--- config.mk ---
export PLATFORM = sky130hd
export DESIGN_NAME = spd_spi_slave
export DESIGN_NICKNAME = d
export VERILOG_FILES = /design/src/spd_pkg.sv /design/src/spd_spi_slave.sv
export SDC_FILE = /design/constraint.sdc
export NUM_CORES = 1
export LEC_CHECK = 0
export ABC_AREA = 1
export BUFFER_PORTS_ARGS = -buffer_cell sky130_fd_sc_hd__buf_2
export CELL_PAD_IN_SITES_DETAIL_PLACEMENT = 1
export CELL_PAD_IN_SITES_GLOBAL_PLACEMENT = 2
export CORE_MARGIN = 2
export CORE_UTILIZATION = 42
export DETAILED_ROUTE_END_ITERATION = 12
export GPL_TIMING_DRIVEN = 0
export PLACE_DENSITY = 0.85
export SLEW_MARGIN = 5
export SYNTH_ARGS = -nofsm -noshare
export SYNTH_HDL_FRONTEND = slang
export SYNTH_SLANG_ARGS = --single-unit
--- constraint.sdc ---
create_clock -name clock -period 6 [get_ports clock]
set_input_delay 1.5 -clock clock [delete_from_list [all_inputs] [get_ports clock]]
set_output_delay 1.5 -clock clock [all_outputs]
set_load 0.02 [all_outputs]
--- src/spd_pkg.sv ---
package spd_pkg;

	localparam logic [2:0]  CMD_NOP       = 3'h0;
	localparam logic [2:0]  CMD_READ      = 3'h2;
	localparam logic [2:0]  CMD_READ_WS   = 3'h3;
	localparam logic [2:0]  CMD_WRITE     = 3'h4;
	localparam logic [2:0]  CMD_EXT       = 3'h6;
	localparam logic [15:0] IRQ_REG0_ADDR = 16'h0220;
	localparam logic [15:0] IRQ_REG1_ADDR = 16'h0221;
	localparam logic [15:0] IRQ_REG2_ADDR = 16'h0222;
	localparam logic [15:0] ERR_CNT_ADDR  = 16'h030d;
	localparam logic [15:0] REG_SPACE_END = 16'h1000;
	localparam logic [7:0]  WAIT_BYTE     = 8'hff;
	localparam logic [2:0]  LAST_BIT      = 3'h7;
	localparam logic [2:0]  PIN_RST       = 3'h5;
	localparam int          CLK_NS        = 100;
	localparam int          T_READ_NS     = 240;
	localparam int          T_IRQ_NS      = 160;
	localparam int          IRQ_DLY_CYC   = (T_IRQ_NS + CLK_NS - 1) / CLK_NS;
	localparam int          FIFO_DEPTH    = 8;
	localparam int          WR_W          = 25;

	typedef enum logic [2:0] {
		SPD_IDLE,
		SPD_ADDR,
		SPD_FETCH,
		SPD_RDATA,
		SPD_WDATA,
		SPD_SKIP
	} spd_state_t;

endpackage

--- src/spd_spi_slave.sv ---
`timescale 1ns/100ps

// ----------------------------------------
// Write buffer
// ----------------------------------------
module spd_fifo #(
	parameter int WIDTH = 25,
	parameter int DEPTH = 8
) (
	input  wire logic             clock,     // System clock
	input  wire logic             rst_n,     // Sync reset
	input  wire logic             in_valid,  // Push request
	output logic                  in_ready,  // Not full
	input  wire logic [WIDTH-1:0] in_data,   // Push word
	output logic                  out_valid, // Not empty
	input  wire logic             out_ready, // Pop request
	output logic [WIDTH-1:0]      out_data   // Head word
);
	localparam int AW = $clog2(DEPTH);

	if (DEPTH < 2 || (1 << AW) != DEPTH)
	begin : g_bad_depth
		$error("spd_fifo depth must be a power of two");
	end

	logic [WIDTH-1:0] mem [DEPTH];
	logic [AW:0]      wr_ptr;
	logic [AW:0]      rd_ptr;
	wire              push = in_valid && in_ready;
	wire              pop  = out_valid && out_ready;

	assign in_ready  = !((wr_ptr[AW] != rd_ptr[AW]) &&
		(wr_ptr[AW-1:0] == rd_ptr[AW-1:0]));
	assign out_valid = wr_ptr != rd_ptr;
	assign out_data  = mem[rd_ptr[AW-1:0]];

	always_ff @(posedge clock)
	begin
		if (push)
			mem[wr_ptr[AW-1:0]] <= in_data;
	end

	always_ff @(posedge clock)
	begin
		if (!rst_n)
		begin
			wr_ptr <= '0;
			rd_ptr <= '0;
		end
		else
		begin
			wr_ptr <= wr_ptr + (AW+1)'(push);
			rd_ptr <= rd_ptr + (AW+1)'(pop);
		end
	end
endmodule // spd_fifo

// ----------------------------------------
// Serial process data port
// ----------------------------------------
module spd_spi_slave
	import spd_pkg::*;
#(
	parameter logic [15:0] REG_END = spd_pkg::REG_SPACE_END,
	parameter int          DEPTH   = spd_pkg::FIFO_DEPTH
) (
	input  wire logic        clock,         // 10 MHz system clock
	input  wire logic        rst_n,         // Sync reset
	input  wire logic        spi_sel_n,     // Select pin
	input  wire logic        spi_clk,       // Serial clock pin
	input  wire logic        serial_data_in,// Data from master
	output logic             spi_do,        // Data to master
	output logic             spi_do_oe,     // Drive enable of spi_do
	output logic             spi_irq_n,     // Interrupt to master
	input  wire logic [1:0]  spi_mode,      // [1] polarity, [0] phase
	input  wire logic        late_sample,   // Late data out sample
	input  wire logic        cfg_loaded,    // Configuration done
	output logic             cfg_loaded_out,// Port operational
	input  wire logic [7:0]  irq_req0,      // Irq register byte 0
	input  wire logic [7:0]  irq_req1,      // Irq register byte 1
	input  wire logic [7:0]  irq_req2,      // Irq register byte 2
	input  wire logic        application_layer_event, // Event level
	output logic             mem_rd_req,    // Read strobe
	output logic [15:0]      mem_rd_addr,   // Read address
	input  wire logic        mem_rd_valid,  // Read data strobe
	input  wire logic [7:0]  mem_rd_data,   // Read data
	output logic             mem_wr_valid,  // Write request
	output logic [15:0]      mem_wr_addr,   // Write address
	output logic [7:0]       mem_wr_data,   // Write data
	input  wire logic        mem_wr_ready,  // Write accepted
	output logic             pdi_err_inc,   // Error counter pulse
	output logic             access_done,   // End of access pulse
	output logic             access_good    // Side effects allowed
);
	import spd_pkg::*;

	// ----------------------------------------
	// Pin synchronisers
	// ----------------------------------------
	wire  [2:0] pin_raw = {serial_data_in, spi_clk, spi_sel_n};
	logic [2:0] s1, s2, s3, pin_f;

	for (genvar i = 0; i < 3; i++)
	begin : g_sync
		always_ff @(posedge clock)
		begin
			if (!rst_n)
			begin
				s1[i]    <= PIN_RST[i];
				s2[i]    <= PIN_RST[i];
				s3[i]    <= PIN_RST[i];
				pin_f[i] <= PIN_RST[i];
			end
			else
			begin
				s1[i] <= pin_raw[i];
				s2[i] <= s1[i];
				s3[i] <= s2[i];
				if (s2[i] == s3[i])
					pin_f[i] <= s3[i];
			end
		end
	end

	// ----------------------------------------
	// Edge and byte decode
	// ----------------------------------------
	spd_state_t state;
	logic       clk_q, sel_q, show_st, good_q, err, wait_b;
	logic       fetched, term, rd_any;
	logic       fifo_in_ready;
	logic [2:0] bit_cnt;
	logic [1:0] ab_idx;
	logic [7:0] rx, tx, rd_buf;
	logic [15:0] cur_addr;
	logic [3:0] irq_cnt;

	wire cpha     = spi_mode[0];
	wire cpol     = spi_mode[1];
	wire di_f     = pin_f[2];
	wire active   = !pin_f[0] && cfg_loaded;
	wire edge_any = active && (pin_f[1] != clk_q);
	wire lead     = edge_any && (pin_f[1] != cpol);
	wire trail    = edge_any && (pin_f[1] == cpol);
	wire sample_e = cpha ? trail : lead;
	wire shift_e  = cpha ? lead : trail;
	wire start    = active && !sel_q;
	wire stop     = !active && sel_q;
	wire byte_done = sample_e && (bit_cnt == LAST_BIT);
	wire [7:0] rx_byte = {rx[6:0], di_f};
	wire in_addr  = state == SPD_ADDR;
	wire in_fetch = state == SPD_FETCH;
	wire in_rd    = state == SPD_RDATA;
	wire in_wr    = state == SPD_WDATA;

	// Command sits in byte 1 low bits or extension byte bits 4:2
	wire       first_cmd = ab_idx == 2'h1;
	wire [2:0] cmd_now   = first_cmd ? rx_byte[2:0] : rx_byte[4:2];
	wire [2:0] hi_now    = first_cmd ? 3'h0 : rx_byte[7:5];
	wire [4:0] lo_now    = first_cmd ? rx_byte[7:3] : cur_addr[4:0];
	wire [15:0] addr_now = {hi_now, cur_addr[12:5], lo_now};
	wire cmd_byte  = byte_done && in_addr && (ab_idx != 2'h0);
	wire is_read   = (cmd_now == CMD_READ) || (cmd_now == CMD_READ_WS);
	wire go_read   = cmd_byte && is_read;
	wire prefetch  = sample_e && in_rd && (bit_cnt == 3'h0) &&
		!di_f && !term;
	wire go_rd     = in_fetch && fetched && !wait_b &&
		(bit_cnt == 3'h0) && !sample_e;
	wire busy_clk  = sample_e && in_fetch && !fetched && !wait_b;
	wire extra_rd  = byte_done && in_rd && term;
	wire push      = byte_done && in_wr;
	wire overrun   = push && !fifo_in_ready;
	wire fin_err   = err || (bit_cnt != 3'h0) ||
		(in_rd && rd_any && !term);

	// Interrupt bytes per address byte; write phase output is don't care
	wire [7:0] irq_sel = (ab_idx == 2'h0) ? irq_req0 :
		(ab_idx == 2'h1) ? irq_req1 : irq_req2;
	wire [7:0] tx_src  = in_addr ? irq_sel :
		in_rd ? rd_buf : WAIT_BYTE;
	wire status_on     = cpha || late_sample;

	// ----------------------------------------
	// Access sequencing
	// ----------------------------------------
	always_ff @(posedge clock)
	begin
		if (!rst_n)
		begin
			state    <= SPD_IDLE;
			ab_idx   <= 2'h0;
			cur_addr <= 16'h0000;
			err      <= 1'b0;
			wait_b   <= 1'b0;
			term     <= 1'b0;
			rd_any   <= 1'b0;
		end
		else if (start)
		begin
			state  <= SPD_ADDR;
			ab_idx <= 2'h0;
			err    <= 1'b0;
			term   <= 1'b0;
			rd_any <= 1'b0;
		end
		else if (stop)
			state <= SPD_IDLE;
		else
		begin
			if (busy_clk || extra_rd || overrun)
				err <= 1'b1;
			if (byte_done && in_addr && ab_idx == 2'h0)
				cur_addr[12:5] <= rx_byte;
			if (byte_done && in_addr && ab_idx != 2'h3)
				ab_idx <= ab_idx + 2'h1;
			if (cmd_byte)
			begin
				cur_addr <= addr_now;
				wait_b   <= cmd_now == CMD_READ_WS;
				if (cmd_now == CMD_EXT)
					state <= SPD_ADDR;
				else if (is_read)
				begin
					state    <= SPD_FETCH;
					cur_addr <= addr_now + 16'h1;
				end
				else if (cmd_now == CMD_WRITE)
					state <= SPD_WDATA;
				else
					state <= SPD_SKIP;
			end
			if (byte_done && in_fetch && wait_b)
			begin
				wait_b <= 1'b0;
				if (!fetched)
					err <= 1'b1;
			end
			if (go_rd)
				state <= SPD_RDATA;
			if (prefetch || push)
				cur_addr <= cur_addr + 16'h1;
			if (byte_done && in_rd)
			begin
				rd_any <= 1'b1;
				if (rx_byte == WAIT_BYTE)
					term <= 1'b1;
			end
		end
	end

	// ----------------------------------------
	// Serial shifting and status
	// ----------------------------------------
	always_ff @(posedge clock)
	begin
		if (!rst_n)
		begin
			clk_q   <= 1'b0;
			sel_q   <= 1'b0;
			bit_cnt <= 3'h0;
			rx      <= 8'h00;
			tx      <= 8'hff;
			show_st <= 1'b0;
		end
		else
		begin
			clk_q <= pin_f[1];
			sel_q <= active;
			if (start)
			begin
				bit_cnt <= 3'h0;
				tx      <= irq_req0;
				show_st <= status_on;
			end
			else
			begin
				if (edge_any)
					show_st <= 1'b0;
				if (sample_e)
				begin
					bit_cnt <= bit_cnt + 3'h1;
					rx      <= rx_byte;
				end
				if (go_rd)
					tx <= rd_buf;
				else if (shift_e)
					tx <= (bit_cnt == 3'h0) ? tx_src : {tx[6:0], 1'b1};
			end
		end
	end

	// ----------------------------------------
	// Internal read port
	// ----------------------------------------
	always_ff @(posedge clock)
	begin
		if (!rst_n)
		begin
			mem_rd_req  <= 1'b0;
			mem_rd_addr <= 16'h0000;
			fetched     <= 1'b0;
			rd_buf      <= 8'hff;
		end
		else
		begin
			mem_rd_req <= go_read || prefetch;
			if (go_read)
				mem_rd_addr <= addr_now;
			else if (prefetch)
				mem_rd_addr <= cur_addr;
			if (go_read)
				fetched <= 1'b0;
			else if (mem_rd_valid)
				fetched <= 1'b1;
			if (mem_rd_valid)
				rd_buf <= mem_rd_data;
		end
	end

	// ----------------------------------------
	// Write buffer and drain
	// ----------------------------------------
	logic              fifo_out_valid;
	logic [WR_W-1:0]   fifo_out;
	wire               push_reg  = cur_addr < REG_END;
	wire               head_reg  = fifo_out[WR_W-1];
	// Register writes wait for the verdict of the access; a new access
	// starting before they drain makes them follow its verdict instead.
	wire               take      = fifo_out_valid &&
		(!mem_wr_valid || mem_wr_ready) && !(head_reg && sel_q);
	wire               drop      = head_reg && !good_q;

	spd_fifo #(
		.WIDTH (WR_W),
		.DEPTH (DEPTH)
	) u_fifo (
		.clock     (clock),
		.rst_n     (rst_n),
		.in_valid  (push),
		.in_ready  (fifo_in_ready),
		.in_data   ({push_reg, cur_addr, rx_byte}),
		.out_valid (fifo_out_valid),
		.out_ready (take),
		.out_data  (fifo_out)
	);

	always_ff @(posedge clock)
	begin
		if (!rst_n)
		begin
			mem_wr_valid <= 1'b0;
			mem_wr_addr  <= 16'h0000;
			mem_wr_data  <= 8'h00;
		end
		else if (take)
		begin
			mem_wr_valid <= !drop;
			mem_wr_addr  <= fifo_out[23:8];
			mem_wr_data  <= fifo_out[7:0];
		end
		else if (mem_wr_ready)
			mem_wr_valid <= 1'b0;
	end

	// ----------------------------------------
	// Verdict, pin outputs, interrupt
	// ----------------------------------------
	always_ff @(posedge clock)
	begin
		if (!rst_n)
		begin
			good_q         <= 1'b1;
			pdi_err_inc    <= 1'b0;
			access_done    <= 1'b0;
			access_good    <= 1'b0;
			spi_do         <= 1'b1;
			spi_do_oe      <= 1'b0;
			spi_irq_n      <= 1'b1;
			irq_cnt        <= 4'h0;
			cfg_loaded_out <= 1'b0;
		end
		else
		begin
			pdi_err_inc <= stop && fin_err;
			access_done <= stop;
			if (stop)
			begin
				good_q      <= !fin_err;
				access_good <= !fin_err;
			end
			spi_do    <= show_st ? good_q : tx[7];
			spi_do_oe <= active;
			cfg_loaded_out <= cfg_loaded;
			if (!application_layer_event)
				irq_cnt <= 4'h0;
			else if (irq_cnt != 4'(IRQ_DLY_CYC))
				irq_cnt <= irq_cnt + 4'h1;
			spi_irq_n <= !(application_layer_event &&
				irq_cnt == 4'(IRQ_DLY_CYC));
		end
	end
endmodule // spd_spi_slave
---- Yosys cells after proc, flatten, opt, wreduce, memory -nomap -nowiden ----
Memory sizes are Yosys's and may differ from the RTL's. A register that Yosys moved wholly into a read port is not among the register bits.
Cells that the tools add are included.
word-level totals
  register bits after elaboration ......... 128
  bits in writable memories ............... 200
  input bits .............................. 44
  output and inout bits ................... 49
  logic and storage cells ................. 211
  memories kept ........................... 1
operators by class
  add/sub/neg operators ................... 7
  order comparisons ....................... 1
  eq/ne operators ......................... 25
  muxes and demuxes ....................... 40
  bitwise operators ....................... 3
  reduce and logical (&&, ||, !) cells .... 89
memory list
  name        words  bits a word  read ports  clocked after Yosys merged registers in  wr ports  RTL line             source
  u_fifo.mem  8      25           1           1                                        1         spd_spi_slave.sv:26  logic [WIDTH-1:0] mem [DEPTH];
operators with widths
  cell                     count
  $mux W16                 6
  $mux W8                  9
  $logic_and A1 B1 Y1      40
  $add A16 B1 Y16 const B  2
  $mux W1                  17
  $lt A16 B13 Y1 const B   1
  $logic_not A1 Y1         15
  $mux W3                  5
  $reduce_bool A2 Y1       7
  $eq A3 B2 Y1 const B     4
  $eq A3 B3 Y1 const B     4
  $logic_or A1 B1 Y1       9
  $reduce_and A3 Y1        3
  $reduce_bool A3 Y1       3
  $add A4 B1 Y4            2
  $eq A8 B8 Y1 const B     1
  $reduce_and A2 Y1        4
  $mux W5                  1
  $reduce_and A5 Y1        1
  $add A4 B1 Y4 const B    1
  $eq A1 B1 Y1             4
  $eq A4 B2 Y1 const B     1
  $mux W2                  2
  $ne A4 B2 Y1 const B     1
  17 further kinds         22

---- Longest topological paths before layout ----
  word-level depth ........................ 13
  gate-level depth with buffers ........... 15
  mapped depth without buffers ............ 14

---- Cells and area by module ----
A second synthesis with hierarchy kept.
second synthesis, totals
  cell total of the unflattened synthesis .. 1563
  area total of the unflattened synthesis .. 14795.4 sq um
by module, submodules not included
  module         times used  cells each  area each (sq um)
  spd_fifo       1           691         8642.0
  spd_spi_slave  1           872         6153.4

---- Least setup slack after synthesis ----
No wires, ideal clock.
  kind .................................... input-to-reg
  start point ............................. input cfg_loaded
  end point ............................... memory u_fifo.mem[2][0], enable pin
  arrival time ............................ 4.096 ns
  path slack .............................. 1.465 ns
  stages on the path ...................... 8
  cells stage by stage .................... nand2_2 > nor2_4 > nand4_2 > nand2_4 > nand3_1 > nor2_1 > nand2_1 > nor3_1
on the way
  cells in the longest elaborated chain, start to end .. 9
ends and longest elaborated chain
  what                                    RTL line                                    source
  from (decl)                             spd_spi_slave.sv:77                         input wire logic cfg_loaded,
  $logic_and A1 B1 Y1 *                   spd_spi_slave.sv:141                        wire active = !pin_f[0] && cfg_loaded;
  $logic_and A1 B1 Y1 *                   spd_spi_slave.sv:142                        wire edge_any = active && (pin_f[1] != clk_q);
  $logic_and A1 B1 Y1 (on tied branches)  spd_spi_slave.sv:143, spd_spi_slave.sv:144
  $mux W1 *                               spd_spi_slave.sv:145                        wire sample_e = cpha ? trail : lead;
  $logic_and A1 B1 Y1 *                   spd_spi_slave.sv:149                        wire byte_done = sample_e && (bit_cnt == LAST_BIT);
  $logic_and A1 B1 Y1 *                   spd_spi_slave.sv:171                        wire push = byte_done && in_wr;
  $logic_and A1 B1 Y1 *                   spd_spi_slave.sv:29                         wire push = in_valid && in_ready;
  $mux W1 *                               spd_spi_slave.sv:39                         if (push)
  $mux W1 (not written as such) *         spd_spi_slave.sv:40                         mem[wr_ptr[AW-1:0]] <= in_data;
  to (decl)                               spd_spi_slave.sv:26
Every way passes the cells marked *; elsewhere a longest branch is shown, timed or not.

---- Worst setup path after layout ----
  start point ............................. input cfg_loaded
  end point ............................... memory u_fifo.mem[7][23], enable pin
Same word-level chain as after synthesis.

==> results.md <==
- Min-delay src: s1[2]
- Max-slew headroom: 34.1%
- Area of the die: 35300 µm²
- Initial antenna violation count: 0
- Clock transition at the registers of the reported paths: 60 ps
- Most common cell after layout, fill and taps aside: nor2_1
- Crit Path Class: input pin to register
- Max Fanout on Critical Path: 10
- Core area: 33400 µm²
- Final min period: 3830 ps
- RSZ-0062 raised after global routing: no
- Layout Nets: 1697
- Slew Viols, Final: 0
- Vias in the first global route: 11832
- Worst skew pair latency: 530 ps
- CTS Sinks: 328
- Final setup viols: 0
- CTS Buf Count: 37
- Hold crit path type: register to register
- Root buf cell: clkbuf_16
- Die Span Y: 188 µm
- Worst Hold Path EP: s2[2]
- Post-synthesis instance area: 14200 µm²
- Initial DRC count: 671
- GRT Total Usage: 24.6%
- I/O Buffers: 91
- Slew @ Worst Pin: 980 ps
- Top cell type's share of synthesized area: 42.3%
- Setup TNS Final: 0 ps
- Placer congestion estimate: 0.818
- DP HPWL: 30500 µm
- Gr ovfl total: 0
- R2r worst-path depth: 8
- Syn Area/Cell: 9.53 µm²
- Final period utilization: 63.8%
- Starting Density: 42.5%
- Sequential fraction of the synthesis area: 60.3%
- Most frequent cells in the layout: 284 x nor2_1, 255 x nand2_1, 200 x edfxtp_1, 128 x o21ai_0, 128 x dfxtp_1
- Predominant post-synthesis flop cell: edfxtp_1
- Final Util: 49.6%
- Peak VDD IR: 167 µV
- Crit end category: register
- Synth Warn #: 0
- Hold depth: 1
- Area contributors post-synth: edfxtp_1 42%, dfxtp_1 18%, nor2_1 7.6%, nand2_1 6.7%, o21ai_0 4.5%
- P per Cell Area: 282 nW/µm²
- Setup Fix Bufs, Post-CTS: 0
- Top Ports: 93
- Outcome: completed
- R2R Path Start: pin_f[1]
- F_max: 261 MHz
- DR WL/cell: 20.5 µm
- Cell taking the most area after synthesis: edfxtp_1
- DIE WIDTH: 188 µm
- Dpl ws: 1680 ps
- Mapped Nets: 1550
- Antenna viol nets, final: 0
- Drt first pass iters: 5
- CTS Hold Bufs: 0
- CTS Buffer Depth: 3
- Number of synthesized register bits: 328
- First-pass GRT wire length: 67100 µm
- Post-synth EDFFs: 200
- H-tree depth: 2
- Mapped Cells: 1490
- Final wirelength: 43300 µm
- Number of max-cap violations: 0
- WP data arrival: 4040 ps
- CTS tree: done
- Largest net degree at the start of global routing: 25
- Final hold violation count: 0
- Final WS setup: 2170 ps
- Cts repair resizes: 0
- Post-synth ARST share: 0%
- Clk_skew: 15.1 ps
- Vias per inst: 5.39
- Share of cells above drive strength 1: 14.3%
- Total power: 4.68 mW
- DRC: 0
- Reg2reg setup slack: 2850 ps
- Synth-to-layout area growth: 16.9%
- Routed vias: 11401
- Distinct cells, synth: 48
- Rows: 67
- Worst r2r dst: u_fifo.mem[7][23]
- Worst path required time: 6220 ps
- Worst setup SP type: input pin
- Pleak: 6.35 nW
==> cell usage after synthesis, types with 5 or more instances <==
cell type and n:
o22ai_1 13, nor3_1 14, xnor2_1 10, dfxtp_1 128
ha_1 16, nand2_2 7, nand2_1 255, nand3_1 65
buf_2 19, o21ai_2 5, o21ai_0 128, inv_1 95
or2_2 6, a21oi_1 44, clkbuf_1 41, o21ai_1 9
o211ai_1 22, nand4_1 11, buf_1 6, inv_2 8
edfxtp_1 200, xor2_1 18, o32ai_1 50, nor2_1 286
==> logic make-up (layout without fill, tap and decap cells) <==
group                      count (synthesis)  after routing  share of synthesized area, %
other                                      0              1                             0
and+or+nand+nor                          661            661                          19.5
buffers and inverters                    176            352                          4.96
adders and majority gates                 16             16                          1.41
AOI/OAI and AO/OA                        281            281                          12.1
DFF                                      328            328                          60.3
xor gates and xnor gates                  28             28                          1.73
==> state kept, by name (all words and copies together), names as in the netlist, 2 cells and up <==
signal / count
bit_cnt: 3
u_fifo.mem: 200
cur_addr: 16
ab_idx: 2
mem_rd_addr: 16
rx: 7
irq_cnt: 4
u_fifo.wr_ptr: 4
s1: 3
u_fifo.rd_ptr: 4
mem_wr_addr: 16
s2: 3
s3: 3
state: 3
mem_wr_data: 8
tx: 8
rd_buf: 8
pin_f: 2
==> cell type report <==
type                    instances  area [µm²]
diodes                          1        2.50
plain buffers                  70         305
clock buffers                  48        1020
clock inverters                20         133
fillers                      3852       16900
inverters                     106         399
multi-input cells             986        4970
flip-flops and latches        328        8570
well taps                     448         561
repair buffers                108         634
==> per-layer routing <==
| layer | share of wire, % | vias up | routed length (µm) | global-route usage [%] |
|---|---|---|---|---|
| li1 | - | 5435 | - | - |
| met5 | 0 | - | 0 | 0 |
| met2 | 50 | 297 | 21500 | 43.8 |
| met4 | 2.3 | 0 | 987 | 6.97 |
| met3 | 4.4 | 76 | 1920 | 3.03 |
| met1 | 44 | 5593 | 18900 | 31.6 |
==> power breakdown <==
group	internal, mW	leakage (nW)	switching (mW)
logic	0.0345	2.97	0.0694
clock network	1.25	0.572	0.918
registers	2.39	2.81	0.0202
total	3.67	6.35	1.01
==> worst max-delay path, stage by stage <==
cell,delay [ps]
buf_2,100
nand2_2,90
nor2_4,170
nand4_2,120
nand2_4,170
nand3_1,240
nor2_1,300
nand2_1,230
nor3_2,760
buf_4,340
==> through the flow <==
| step | std cells | instance area, µm² | hold WS [ps] |
|---|---|---|---|
| 2_1_floorplan | 1490 | 14200 | 390 |
| 3_3_place_gp | 2029 | 15200 | 395 |
| 3_5_place_dp | 2046 | 15400 | 402 |
| 6_report | 2115 | 16600 | 414 |
| 4_1_cts | 2114 | 16600 | 416 |
| 5_1_grt | 2114 | 16600 | 443 |
==> how the worst max path moves through the flow <==
stage               startpoint                end  slack, ps  cells past startpoint
finish              cfg_loaded  u_fifo.mem[7][23]       2170                     10
global route        cfg_loaded  u_fifo.mem[7][23]       2000                     10
CTS                 cfg_loaded  u_fifo.mem[7][23]       2170                     10
detailed placement  cfg_loaded  u_fifo.mem[7][10]       1680                     10
global placement    cfg_loaded   u_fifo.mem[5][8]       -640                      9
floorplan           cfg_loaded   u_fifo.mem[2][0]       1470                      8
No activity file was read; power rests on OpenSTA's default activity.
